[src/verilog/azmu_map.svh]
// How it works
// - Seconds match holds BCD tens in bits 6-4, units in bits 3-0.
// - Minutes match holds 3-bit BCD tens above 4-bit units, top bit unused.
// - Hours match bit 6 mirrors time format bit; bits 5-0 hold the hour.
// - Condition bits 6-4 pick seconds, minutes, hours, weekday or date.
// - Match sets the flag in bit 3; software clears it by writing zero there.
// - Weekday match value sits in bits 2-0, range one to seven.
// - Date match holds tens in bits 5-4, units 3-0; bits 7-6 read zero.
// - Two-bit enable field gates alarms; alarm zero needs its bit set.
`ifndef AZMU_MAP_SVH
`define AZMU_MAP_SVH

// ==========================================================
// Register indices, byte address is four times the index
`define AZMU_IDX_CTRL   10'h008
`define AZMU_IDX_SEC    10'h00c
`define AZMU_IDX_MIN    10'h00d
`define AZMU_IDX_HOUR   10'h00e
`define AZMU_IDX_WDAY   10'h00f
`define AZMU_IDX_DATE   10'h010
`define AZMU_IDX_STAT   10'h018
`define AZMU_IDX_MASK   10'h019

// ==========================================================
// Field positions and constants
`define AZMU_EN_LSB     4
`define AZMU_COND_LSB   4
`define AZMU_FLAG_BIT   3
`define AZMU_HFMT_BIT   6
`define AZMU_ST_MATCH   0
`define AZMU_ST_BADCOND 1
`define AZMU_MID_12H    6'h12
`define AZMU_MID_24H    6'h00

`endif

[src/verilog/azmu_pkg.sv]
package azmu_pkg;

   // Condition codes take their implicit values 0 to 4.
   typedef enum logic [2:0] {
      CondSec,
      CondMin,
      CondHour,
      CondWday,
      CondDate
   } azmu_cond_e;

   // Running time from the timekeeping counters, BCD apart from hour bit 6, the format bit.
   typedef struct packed {
      logic [6:0] sec;
      logic [6:0] min;
      logic [6:0] hour;
      logic [2:0] wday;
      logic [5:0] date;
   } azmu_time_s;

   // Stored match values.
   typedef struct packed {
      logic [6:0] sec;
      logic [6:0] min;
      logic [5:0] hour;
      logic [2:0] cond;
      logic       flag;
      logic [2:0] wday;
      logic [5:0] date;
   } azmu_match_s;

endpackage

[src/verilog/azmu_unit.sv]
// Register access over APB was chosen for this implementation.
`timescale 1ns/10ps
`include "azmu_map.svh"

module azmu_unit #(
   parameter int ADDR_W = 12
) (
   // Clock and reset
   input  wire logic                  core_clk,
   input  wire logic                  sys_rst,
   // APB slave
   input  wire logic                  psel,
   input  wire logic                  penable,
   input  wire logic                  pwrite,
   input  wire logic [ADDR_W-1:0]     paddr,
   input  wire logic [31:0]           pwdata,
   input  wire logic [3:0]            pstrb,
   output logic                       pready,
   output logic [31:0]                prdata,
   output logic                       pslverr,
   // Timekeeping counters
   input  wire azmu_pkg::azmu_time_s  timeIn,
   input  wire logic                  timeUpdate,
   // Alarm outputs
   output logic                       alarm0MatchFlag,
   output logic                       irq
);

   // ==========================================================
   // Bus decode
   logic [9:0]  regIdx;
   logic        setupRd;
   logic        accWr;
   logic        mapped;
   logic        wrLane0;

   assign regIdx  = paddr[11:2];
   assign setupRd = psel && !penable && !pwrite;
   assign accWr   = psel && penable && pwrite && mapped;
   assign wrLane0 = pstrb[0];

   always_comb begin
      case (regIdx)
         `AZMU_IDX_CTRL, `AZMU_IDX_SEC, `AZMU_IDX_MIN, `AZMU_IDX_HOUR,
         `AZMU_IDX_WDAY, `AZMU_IDX_DATE, `AZMU_IDX_STAT,
         `AZMU_IDX_MASK: mapped = 1'b1;
         default: mapped = 1'b0;
      endcase
   end

   // Zero wait states keep the master simple and the timing fixed.
   assign pready  = 1'b1;
   assign pslverr = psel && penable && !mapped;

   // ==========================================================
   // Register state
   azmu_pkg::azmu_match_s mr;
   azmu_pkg::azmu_match_s next_mr;
   logic [1:0]  almEn;
   logic [1:0]  next_almEn;
   logic [1:0]  status;
   logic [1:0]  next_status;
   logic [1:0]  mask;
   logic [1:0]  next_mask;
   logic        lastHit;
   logic        next_lastHit;
   logic [31:0] next_prdata;

   // ==========================================================
   // Match logic
   logic        midnight;
   logic        fieldHit;
   logic        hit;
   logic        matchEvent;
   logic        badCondWr;

   // Midnight differs by format: 12 AM in 12-hour, 00 in 24-hour.
   // midnight per format
   always_comb begin
      midnight = (timeIn.sec == 7'h00) && (timeIn.min == 7'h00);
      if (timeIn.hour[`AZMU_HFMT_BIT]) begin
         midnight = midnight && (timeIn.hour[5:0] == `AZMU_MID_12H);
      end else begin
         midnight = midnight && (timeIn.hour[5:0] == `AZMU_MID_24H);
      end
   end

   always_comb begin
      case (azmu_pkg::azmu_cond_e'(mr.cond))
         azmu_pkg::CondSec:  fieldHit = (mr.sec == timeIn.sec);
         azmu_pkg::CondMin:  fieldHit = (mr.min == timeIn.min);
         azmu_pkg::CondHour: fieldHit = (mr.hour == timeIn.hour[5:0]);
         azmu_pkg::CondWday: fieldHit = (mr.wday == timeIn.wday) && midnight;
         azmu_pkg::CondDate: fieldHit = (mr.date == timeIn.date);
         default:            fieldHit = 1'b0;
      endcase
   end

   assign hit = fieldHit && almEn[0];

   // Edge detection stops a long-lasting equality from firing on
   // every update; only the first matching update counts.
   // once per matching instant
   assign matchEvent   = timeUpdate && hit && !lastHit;
   assign next_lastHit = timeUpdate ? hit : lastHit;

   assign badCondWr = accWr && wrLane0 && (regIdx == `AZMU_IDX_WDAY)
                      && (pwdata[6:4] > 3'h4);

   // ==========================================================
   // Register writes
   always_comb begin
      next_mr     = mr;
      next_almEn  = almEn;
      next_mask   = mask;
      next_status = status;
      if (accWr && wrLane0) begin
         case (regIdx)
            `AZMU_IDX_CTRL: next_almEn = pwdata[`AZMU_EN_LSB+:2];
            `AZMU_IDX_SEC:  next_mr.sec = pwdata[6:0];
            `AZMU_IDX_MIN:  next_mr.min = pwdata[6:0];
            `AZMU_IDX_HOUR: next_mr.hour = pwdata[5:0];
            `AZMU_IDX_WDAY: begin
               next_mr.cond = pwdata[`AZMU_COND_LSB+:3];
               next_mr.wday = pwdata[2:0];
               if (!pwdata[`AZMU_FLAG_BIT]) begin
                  next_mr.flag = 1'b0;
               end
            end
            `AZMU_IDX_DATE: next_mr.date = pwdata[5:0];
            `AZMU_IDX_STAT: next_status = status & ~pwdata[1:0];
            `AZMU_IDX_MASK: next_mask = pwdata[1:0];
            default: next_mask = mask;
         endcase
      end
      // Hardware set is applied last so it wins over a same-cycle clear.
      // match sets flag
      if (matchEvent) begin
         next_mr.flag = 1'b1;
         next_status[`AZMU_ST_MATCH] = 1'b1;
      end
      if (badCondWr) begin
         next_status[`AZMU_ST_BADCOND] = 1'b1;
      end
   end

   // ==========================================================
   // Read data, captured in the setup phase
   always_comb begin
      next_prdata = prdata;
      if (setupRd) begin
         next_prdata = 32'h0000_0000;
         case (regIdx)
            `AZMU_IDX_CTRL: next_prdata[`AZMU_EN_LSB+:2] = almEn;
            `AZMU_IDX_SEC:  next_prdata[6:0] = mr.sec;
            `AZMU_IDX_MIN:  next_prdata[6:0] = mr.min;
            `AZMU_IDX_HOUR: next_prdata[6:0] = {timeIn.hour[`AZMU_HFMT_BIT], mr.hour};
            `AZMU_IDX_WDAY: next_prdata[6:0] = {mr.cond, mr.flag, mr.wday};
            `AZMU_IDX_DATE: next_prdata[5:0] = mr.date;
            `AZMU_IDX_STAT: next_prdata[1:0] = status;
            `AZMU_IDX_MASK: next_prdata[1:0] = mask;
            default:        next_prdata = 32'h0000_0000;
         endcase
      end
   end

   // ==========================================================
   // Flip-flops
   always_ff @(posedge core_clk) begin
      if (sys_rst) begin
         mr      <= '0;
         almEn   <= 2'h0;
         status  <= 2'h0;
         mask    <= 2'h0;
         lastHit <= 1'b0;
         prdata  <= 32'h0000_0000;
      end else begin
         mr      <= next_mr;
         almEn   <= next_almEn;
         status  <= next_status;
         mask    <= next_mask;
         lastHit <= next_lastHit;
         prdata  <= next_prdata;
      end
   end

   assign alarm0MatchFlag = mr.flag;
   assign irq             = |(status & mask);
endmodule
[config.mk]
export PLATFORM = sky130hd
export DESIGN_NAME = azmu_unit
export DESIGN_NICKNAME = d
export VERILOG_FILES = /design/src/verilog/azmu_pkg.sv /design/src/verilog/azmu_unit.sv
export VERILOG_INCLUDE_DIRS = /design/src /design/src/verilog
export SDC_FILE = /design/constraint.sdc
export NUM_CORES = 1
export LEC_CHECK = 0
export ABC_AREA = 0
export BUFFER_PORTS_ARGS = -buffer_cell sky130_fd_sc_hd__buf_2
export CORE_ASPECT_RATIO = 1.4
export CORE_MARGIN = 3
export CORE_UTILIZATION = 44
export CTS_CLUSTER_DIAMETER = 40
export DETAILED_ROUTE_END_ITERATION = 16
export GPL_TIMING_DRIVEN = 0
export PLACE_DENSITY = 0.77
export REMOVE_ABC_BUFFERS = 1
export SYNTH_ARGS = -nofsm -noshare
export SYNTH_HDL_FRONTEND = slang
export SYNTH_SLANG_ARGS = --single-unit
[constraint.sdc]
create_clock -name core_clk -period 1.8 [get_ports core_clk]
set_input_delay 0.09 -clock core_clk [delete_from_list [all_inputs] [get_ports core_clk]]
set_output_delay 0.09 -clock core_clk [all_outputs]
set_load 0.05 [all_outputs]
==> results of run 1 <==
## per-layer routing
metal  share of wire, %  routed length (µm)  global-route usage (%)  vias to the layer above
li1                   -                   -                       -                     1257
met5                  0                   0                       0                        -
met3                 10                 773                    4.37                       17
met4                2.7                 207                    8.09                        0
met2                 48                3720                    35.3                      149
met1                 39                2990                    24.9                     1225
## worst register-to-register path: cells and delay by family, from the launching register on
| kind | cells | cell delay, ps |
|---|---|---|
| and+or+nand+nor | 3 | 1010 |
| DFF | 1 | 410 |
| AOI/OAI and AO/OA | 1 | 170 |
## layout make-up
| type | instances | area share (%) |
|---|---|---|
| clock buffer | 5 | 2.09 |
| tap | 72 | 2.74 |
| sequential | 47 | 28.6 |
| clock inverter | 3 | 1.41 |
| multi-input combinational | 264 | 54.2 |
| inverter | 1 | 0.114 |
| timing repair buffer | 67 | 10.9 |
## placed cells by master (no fill, tap or decap), drive strengths merged, types with 2 or more instances in the layout
master / count
conb: 26
inv: 2
nand3: 25
a221oi: 3
mux4: 6
mux2: 2
nor4: 7
and4b: 2
nor2b: 6
nor2: 32
clkbuf: 5
o211ai: 2
a22oi: 2
nand4: 7
a32oi: 2
nand3b: 3
or4: 2
buf: 67
xor2: 8
and3: 2
dfxtp: 47
xnor2: 21
nor3: 10
a21oi: 16
nand2: 23
a211oi: 3
mux2i: 23
o21ai: 9
a222oi: 2
nor3b: 4
nor4bb: 2
## metrics by stage
step	worst slack, ps	instance area, µm²	hold WS (ps)	setup TNS [ps]	util [%]
floorplan	-297	2700	159	-6510	-
global placement	-842	3100	387	-26930	49.6
detailed placement	-874	3100	394	-27930	49.6
CTS	-30.8	3260	74.0	-73.3	52.2
global route	4.67	3290	89.3	0	52.7
finish	172	3290	75.4	0	52.7
## cells by family (layout without fill, tap and decap cells)
group,Yosys count,after routing
AND/OR/NAND/NOR,132,132
flip-flops,47,47
AO/OA/AOI/OAI,46,46
buffers and inverters,43,76
multiplexers,31,31
XOR/XNOR,29,29
other,2,26
## repair_timing
| action | in CTS | in global routing |
|---|---|---|
| endpoints found under the setup margin | 38 | 22 |
| pin swaps | 1 | 0 |
| buffers inserted | 4 | 0 |
| hold buffers | 0 | 0 |
| resized for setup | 3 | 7 |
## power groups by stage
stage / Combinational, mW / Clock (mW) / Sequential, mW
2_1_floorplan: 0.198 / 0 / 1.08
3_3_place_gp: 0.356 / 0 / 1.07
3_5_place_dp: 0.359 / 0 / 1.07
4_1_cts: 0.361 / 0.802 / 1.04
5_1_grt: 0.389 / 0.845 / 1.05
6_report: 0.369 / 0.792 / 1.04
## worst min path at each step
stage | slack [ps] | depth (start not counted) | endpoint | from
floorplan | 160 | 1 | mr[19] | sys_rst
global placement | 390 | 3 | mr[12] | pwdata[6]
detailed placement | 390 | 3 | mr[32] | pwdata[6]
CTS | 70 | 3 | mr[32] | pwdata[6]
global route | 90 | 3 | mr[21] | pwdata[2]
finish | 80 | 3 | mr[32] | pwdata[6]
## registers in the layout (all words and copies together) (netlist names)
| signal | cells |
|---|---|
| alarm0MatchFlag | 1 |
| status | 2 |
| prdata | 7 |
| mask | 2 |
| mr | 32 |
| lastHit | 1 |
| almEn | 2 |
==> reports/qor.yml, run 1 <==
synthMuxAreaShare_pct: 13.5
p_sw_uw: 649
worstPathRequired_ps: 2050
critPathSlowestCell: "or4_1"
yosys_most_used_dff: "dfxtp_1"
setup.worst_path.class: "flop to flop"
grt_antenna_before_repair: 0
power_density_nw_per_um2: 670
clockRootBuffer: "clkbuf_8"
place_congestion: 0.947
status: "finished, final reports clean"
critPathMaxFanout: 8
power_frac_comb_pct: 16.7
hold_viol: 0
port_buffers: 63
clkPwrFrac_pct: 35.9
endpoint: "alarm0MatchFlag"
cts_tree: "yes"
p_leak_nw: 1.34
wire_per_inst_um: 16.7
synth_area_leaders: "dfxtp_1, mux2i_1, buf_4, xnor2_1, mux4_2"
fin_crit_ps: 1630
ys_seq_elements: 47
max_cap_viol_count: 0
hold_path.class: "primary input to flop"
setup_viol: 0
worst_pin_slew_ps: 914
r2r_end: "alarm0MatchFlag"
grt_usage_pct: 20.6
drt_iter0_markers: 178
p_seq_share_pct: 47.4
synthTopCellsByCount: "dfxtp_1, nor2_1, buf_4, nand3_1"
core_area_um2: 6250
fmax_mhz: 614
peakVddDrop_v: 0.000376
drc_errors: 0
yosysMostFrequentCell: "dfxtp_1"
cp_top_family: "simple AND/OR/NAND/NOR gates"
yosysUniqueCellTypes: 51
synth_area_leader_cell: "dfxtp_1"
postSynthCellCount: 330
synth_edf_count: 0
numCtsBuffers: 5
fin_worst_skew_ps: 10.3
nets: 470
timing.reg2reg.setup_slack_ps: 170
cpPeakStageDelay_ps: 530
regArea_um2: 941
grt_pass1_vias: 2434
routed_via_density: 5.77
synth_top_family_by_area: "simple AND/OR/NAND/NOR gates"
io-pin-count: 120
setup.worst_path.start_class: "flop"
rows: 34
num_vias: 2648
netlist.area_leader.share_pct: 32.9
timing.rr.start: "mr[10]"
path_cells: "or4_1, nor4_1, o31ai_1, nand3_1"
async_reset_ff_share_pct: 0
ys_seq_area_share_pct: 32.9
worst-path-stages: 4
drive_gt1_share_pct: 24.5
ys_warn_count: 0
finalCritPeriodShare_pct: 90.4
crit_start: "mr[10]"
htreeDepth: 2
dr.pass1.iters: 7
dpl.cell_count: 447
cts.sinks: 47
worstPathArrival_ps: 1880
clock_path_buffers: 2
internal_power_mw: 1.56
antenna_cells: 0
syn_area_um2: 2860
dp_hpwl_mm: 5.74
overflow: 0
die_h_um: 101
grt_first_pass_wirelength_mm: 11.9
reg2reg_depth: 4
synth_simple_gate_area_share_pct: 24.9
synthXorXnorAreaFrac_pct: 8.87
die_width_um: 74.2
fill_cells: 603
ant_nets: 0
cp_num_buf_inv: 0
clk_pin_slew_ps: 100
netSwitchingFraction_pct: 29.4
area_growth_pct: 15.0
maxSlewViolCount: 0
start_util_pct: 45.8
finalPower_mw: 2.21
multi_input_area_um2: 1790
clk_latency_ps: 310
synth_compound_area_share_pct: 10.4
final_cells: 459
end_kind: "flop"
grt_max_degree: 49
synthAdderAreaFrac_pct: 0
maxSlewHeadroom_pct: 38.9
grt_setup_unrepaired: "false"
avgSynthCellArea_um2: 8.68
die-area_um2: 7530
wirelength_mm: 7.68
Power figures use the tool's default switching activity.
==> run 2: changes to the inputs <==
--- a/config.mk
+++ b/config.mk
@@ -11,11 +11,14 @@
 export CORE_ASPECT_RATIO = 1.4
 export CORE_MARGIN = 3
 export CORE_UTILIZATION = 44
+export CTS_BUF_LIST = sky130_fd_sc_hd__clkbuf_8 sky130_fd_sc_hd__clkbuf_16
 export CTS_CLUSTER_DIAMETER = 40
+export CTS_CLUSTER_SIZE = 16
 export DETAILED_ROUTE_END_ITERATION = 16
 export GPL_TIMING_DRIVEN = 0
 export PLACE_DENSITY = 0.77
 export REMOVE_ABC_BUFFERS = 1
+export SETUP_SLACK_MARGIN = 0.2
 export SYNTH_ARGS = -nofsm -noshare
 export SYNTH_HDL_FRONTEND = slang
 export SYNTH_SLANG_ARGS = --single-unit
==> run 2 against run 1 <==
Effect of this change:
- critical path type is now primary input to flop
- die area did not move
- clock skew is 5.1 ps higher
- critical path depth increased by 3
- global-route usage increased by 0.14 points
- count of clock-buffer cells in the layout stayed put
==> reports/qor.yml, run 2 (synthesis results as in run 1) <==
end_kind: "flop"
mostFrequentLayoutCells: "buf_2, dfxtp_1, nor2_1"
largest_reg_flops: 32
dpl.cell_count: 447
nets: 472
fin_util_pct: 53.5
fin_setup_tns_ps: 0
core_area_um2: 6250
area_growth_pct: 16.9
setup.worst_path.class: "primary input to flop"
grt_setup_unrepaired: "true"
wirelength_mm: 7.78
start_util_pct: 45.8
grt_max_degree: 49
drt_iter0_markers: 181
grt_usage_pct: 20.8
cpPeakStageDelay_ps: 610
fmax_mhz: 631
final_cells: 461
num_vias: 2671
die_h_um: 101
cts_tree: "yes"
grt_antenna_before_repair: 0
grt_pass1_vias: 2445
max_cap_viol_count: 0
place_congestion: 0.947
multi_input_area_um2: 1820
worst_pin_slew_ps: 918
ant_nets: 0
place_ws_ps: -874
dp_hpwl_mm: 5.74
io-pin-count: 120
port_buffers: 63
final_common_cell: "buf_2"
rows: 34
fill_cells: 595
grt_first_pass_wirelength_mm: 11.9
maxSlewHeadroom_pct: 38.7
fin_worst_skew_ps: 15.4
critPathSlowestCell: "or4_4"
die-area_um2: 7530
cp_num_buf_inv: 2
regArea_um2: 947
clock_path_buffers: 2
maxSlewViolCount: 0
hold_path.class: "primary input to flop"
finalCritPeriodShare_pct: 88.0
clk_latency_ps: 310
fin_crit_ps: 1580
htreeDepth: 2
power_density_nw_per_um2: 661
p_leak_nw: 1.37
hold_viol: 0
peakVddDrop_v: 0.000385
clk_pin_slew_ps: 90
status: "finished, final reports clean"
drive_gt1_share_pct: 26.5
overflow: 0
antenna_cells: 0
cts.sinks: 47
drc_errors: 0
worstPathArrival_ps: 1820
wire_per_inst_um: 16.9
numCtsBuffers: 5
setup.worst_path.start_class: "primary input"
path_cells: "buf_2, or4_4, nor4_4, buf_12, nand3_4, or2_4, a21oi_1"
clockRootBuffer: "clkbuf_8"
cp_top_family: "simple AND/OR/NAND/NOR gates"
worstPathRequired_ps: 2030
reg.largest.list: "mr (32), prdata (7)"
worst_slack_ps: 216
finalPower_mw: 2.21
routed_via_density: 5.79
dr.pass1.iters: 5
critPathMaxFanout: 8
setup_viol: 0
die_width_um: 74.2
largest-register: "mr"
## run 2: cell types whose count changed in the layout (fill, tap and decap cells not counted), sizes merged
cell	change
buf	+1
clkbuf	+1
## run 2: area by class of cell
type | instances | share of cell area, %
repair buffers | 69 | 11.2
multi-input cells | 264 | 54.2
flip-flops and latches | 47 | 28.3
clock buffers | 5 | 2.06
clock inverters | 3 | 1.38
inverters | 1 | 0.112
well taps | 72 | 2.69
## run 2: power breakdown
part	switching (mW)	internal, mW
clock network	0.378	0.419
registers	0.00176	1.04
logic	0.277	0.0969
total	0.657	1.56
## run 2: worst paths after layout
path | startpoint | end | slack [ps] | cells past startpoint
setup / recovery | paddr[9] | status[1] | 220 | 7
hold / removal | pwdata[6] | mr[32] | 80 | 3
setup reg to reg | mr[10] | prdata[4] | 260 | 5
hold reg to reg | prdata[6] | prdata[6] | 450 | 2
## run 2: per-layer routing
metal	up-vias	routed length, µm	GRT usage (%)	part of all wire [%]
met1	1228	2970	25.0	38
met2	169	3840	35.7	49
met3	13	810	3.97	10
met5	-	0	0	0
met4	0	163	8.51	2.1
li1	1261	-	-	-
## run 2: stage by stage
step	area, µm²	hold WS (ps)
after floorplan	2700	159
after detailed placement	3100	394
final	3350	77.6
after global routing	3350	89.3
after CTS	3310	74.0
after global placement	3100	387
## run 2: what timing repair did
| item | CTS | global route |
|---|---|---|
| pin swaps | 3 | 7 |
| setup endpoints to repair | 45 | 17 |
| buffers inserted | 5 | 1 |
| resized for setup | 11 | 11 |
| hold buffers | 0 | 0 |
## run 2: worst reg2reg max path: stages (launching register included)
cell      delay [ps]
dfxtp_4          380
mux4_2           490
a32oi_1          180
nor3_1            70
a211oi_1         210
nor3_1            60
==> run 3: changes to the inputs <==
--- a/config.mk
+++ b/config.mk
@@ -19,6 +19,7 @@
 export PLACE_DENSITY = 0.77
 export REMOVE_ABC_BUFFERS = 1
 export SETUP_SLACK_MARGIN = 0.2
+export SLEW_MARGIN = 15
 export SYNTH_ARGS = -nofsm -noshare
 export SYNTH_HDL_FRONTEND = slang
 export SYNTH_SLANG_ARGS = --single-unit
==> constraint.sdc (replaced) <==
create_clock -name core_clk -period 1.4 [get_ports core_clk]
set_input_delay 0.07 -clock core_clk [delete_from_list [all_inputs] [get_ports core_clk]]
set_output_delay 0.07 -clock core_clk [all_outputs]
set_load 0.05 [all_outputs]
==> run 3 against run 2 <==
Effect of this change:
- the flow now finishes with violations (setup timing)
- first-iteration DRC count increased by 59%
- flip-flop and latch count unchanged
- via count increased by 5.4%
- clock power increased by 28%
- clock skew decreased by 4.7 ps
- die area unchanged
- routed wire length increased by 11%
- total power increased by 30%
- largest cell class unchanged
==> reports/qor.yml, run 3 (synthesis results as in run 1) <==
rows: 34
setup.worst_path.start_class: "primary input"
wirelength_mm: 8.64
clock_path_buffers: 2
max_cap_viol_count: 0
grt_first_pass_wirelength_mm: 12.7
mostFrequentLayoutCells: "buf_2, dfxtp_1, nor2_1"
area_growth_pct: 28.5
violations: "setup timing"
reg.largest.list: "mr (32), prdata (7)"
grt_max_degree: 49
fin_util_pct: 58.8
holdWs_ps: 54.1
fin_worst_skew_ps: 10.7
port_buffers: 63
clockRootBuffer: "clkbuf_8"
wire_per_inst_um: 18.2
power_density_nw_per_um2: 780
core_area_um2: 6250
antenna_cells: 0
grt_antenna_before_repair: 0
numCtsBuffers: 5
die-area_um2: 7530
clk_latency_ps: 310
hold_depth: 3
worst_pin_slew_ps: 898
reg2reg_depth: 5
end_kind: "flop"
start_util_pct: 45.8
worstPathRequired_ps: 1610
critPathMaxFanout: 16
place_ws_ps: -1250
drive_gt1_share_pct: 35.6
fmax_mhz: 645
hold_path.class: "primary input to flop"
fill_cells: 537
cts.sinks: 47
fin_crit_ps: 1550
timing.reg2reg.setup_slack_ps: -110
place_congestion: 0.947
grt_pass1_vias: 2565
worstPathArrival_ps: 1760
dr.pass1.iters: 5
worst_slack_ps: -151
p_leak_nw: 1.51
setup_viol: 41
r2r_end: "prdata[4]"
min_to: "mr[29]"
routed_via_density: 5.94
peakVddDrop_v: 0.000503
hold_viol: 0
setup.worst_path.class: "primary input to flop"
largest-register: "mr"
maxSlewHeadroom_pct: 40.0
finalCritPeriodShare_pct: 111
num_vias: 2815
grt_setup_unrepaired: "true"
largest_reg_flops: 32
status: "complete, but fails checks"
maxSlewViolCount: 0
timing.rr.start: "mr[10]"
cts_tree: "yes"
min_from: "pwdata[3]"
final_common_cell: "buf_2"
die_width_um: 74.2
nets: 485
io-pin-count: 120
overflow: 0
ant_nets: 0
dp_hpwl_mm: 5.74
die_h_um: 101
htreeDepth: 2
clk_pin_slew_ps: 90
grt_usage_pct: 22.2
drt_iter0_markers: 288
drc_errors: 0
run 3: changes by cell type in the layout (fill, tap and decap cells not counted), sizes merged:
cell / change
buf: +13
run 3: metrics by stage:
step	std cells	cell area [µm²]	power (mW)	TNS [ps]
after global routing	474	3680	2.97	-4530
final	474	3680	2.87	-2410
after CTS	470	3520	2.86	-799
after detailed placement	447	3100	1.84	-46020
after global placement	447	3100	1.83	-45000
after floorplan	312	2700	1.65	-22460
run 3: final cells by class:
cell class / instances / area, µm² / area share, %
Multi-Input combinational cell: 264 / 1980 / 53.8
Timing Repair Buffer: 82 / 536 / 14.6
Sequential cell: 47 / 955 / 25.9
Clock buffer: 5 / 68.8 / 1.87
Inverter: 1 / 3.75 / 0.102
Tap cell: 72 / 90.1 / 2.45
Clock inverter: 3 / 46.3 / 1.26
run 3: power by group:
part	switching (mW)	leakage, nW	internal, mW
clock	0.479	0.0548	0.538
combinational	0.378	1.08	0.136
sequential	0.00252	0.383	1.34
run 3: worst max path at each step:
stage,startpoint,to,slack [ps],depth (start not counted)
floorplan,paddr[9],status[1],-680,5
CTS,paddr[11],mr[2],-90,6
finish,paddr[2],prdata[1],-150,5
global placement,paddr[9],mr[25],-1220,6
detailed placement,paddr[9],mr[18],-1250,6
global route,paddr[2],prdata[1],-200,5
run 3: routing by layer:
layer | global-route usage (%) | part of all wire [%] | vias up
li1 | - | - | 1292
met1 | 26.9 | 37 | 1302
met2 | 38.0 | 50 | 190
met3 | 3.67 | 9.1 | 31
met4 | 9.90 | 3.8 | 0
met5 | 0 | 0 | -
run 3: worst max-delay path, stage by stage:
cell,delay [ps]
buf_4,260
nor2b_2,720
and4_1,320
a222oi_1,100
a221oi_1,270
run 3: timing repair:
action	4_1_cts	5_1_grt
hold endpoints to repair	0	0
gates resized for setup	50	28
endpoints found under the setup margin	48	49
setup buffers	15	4
pin swaps	21	13
hold buffers	0	0
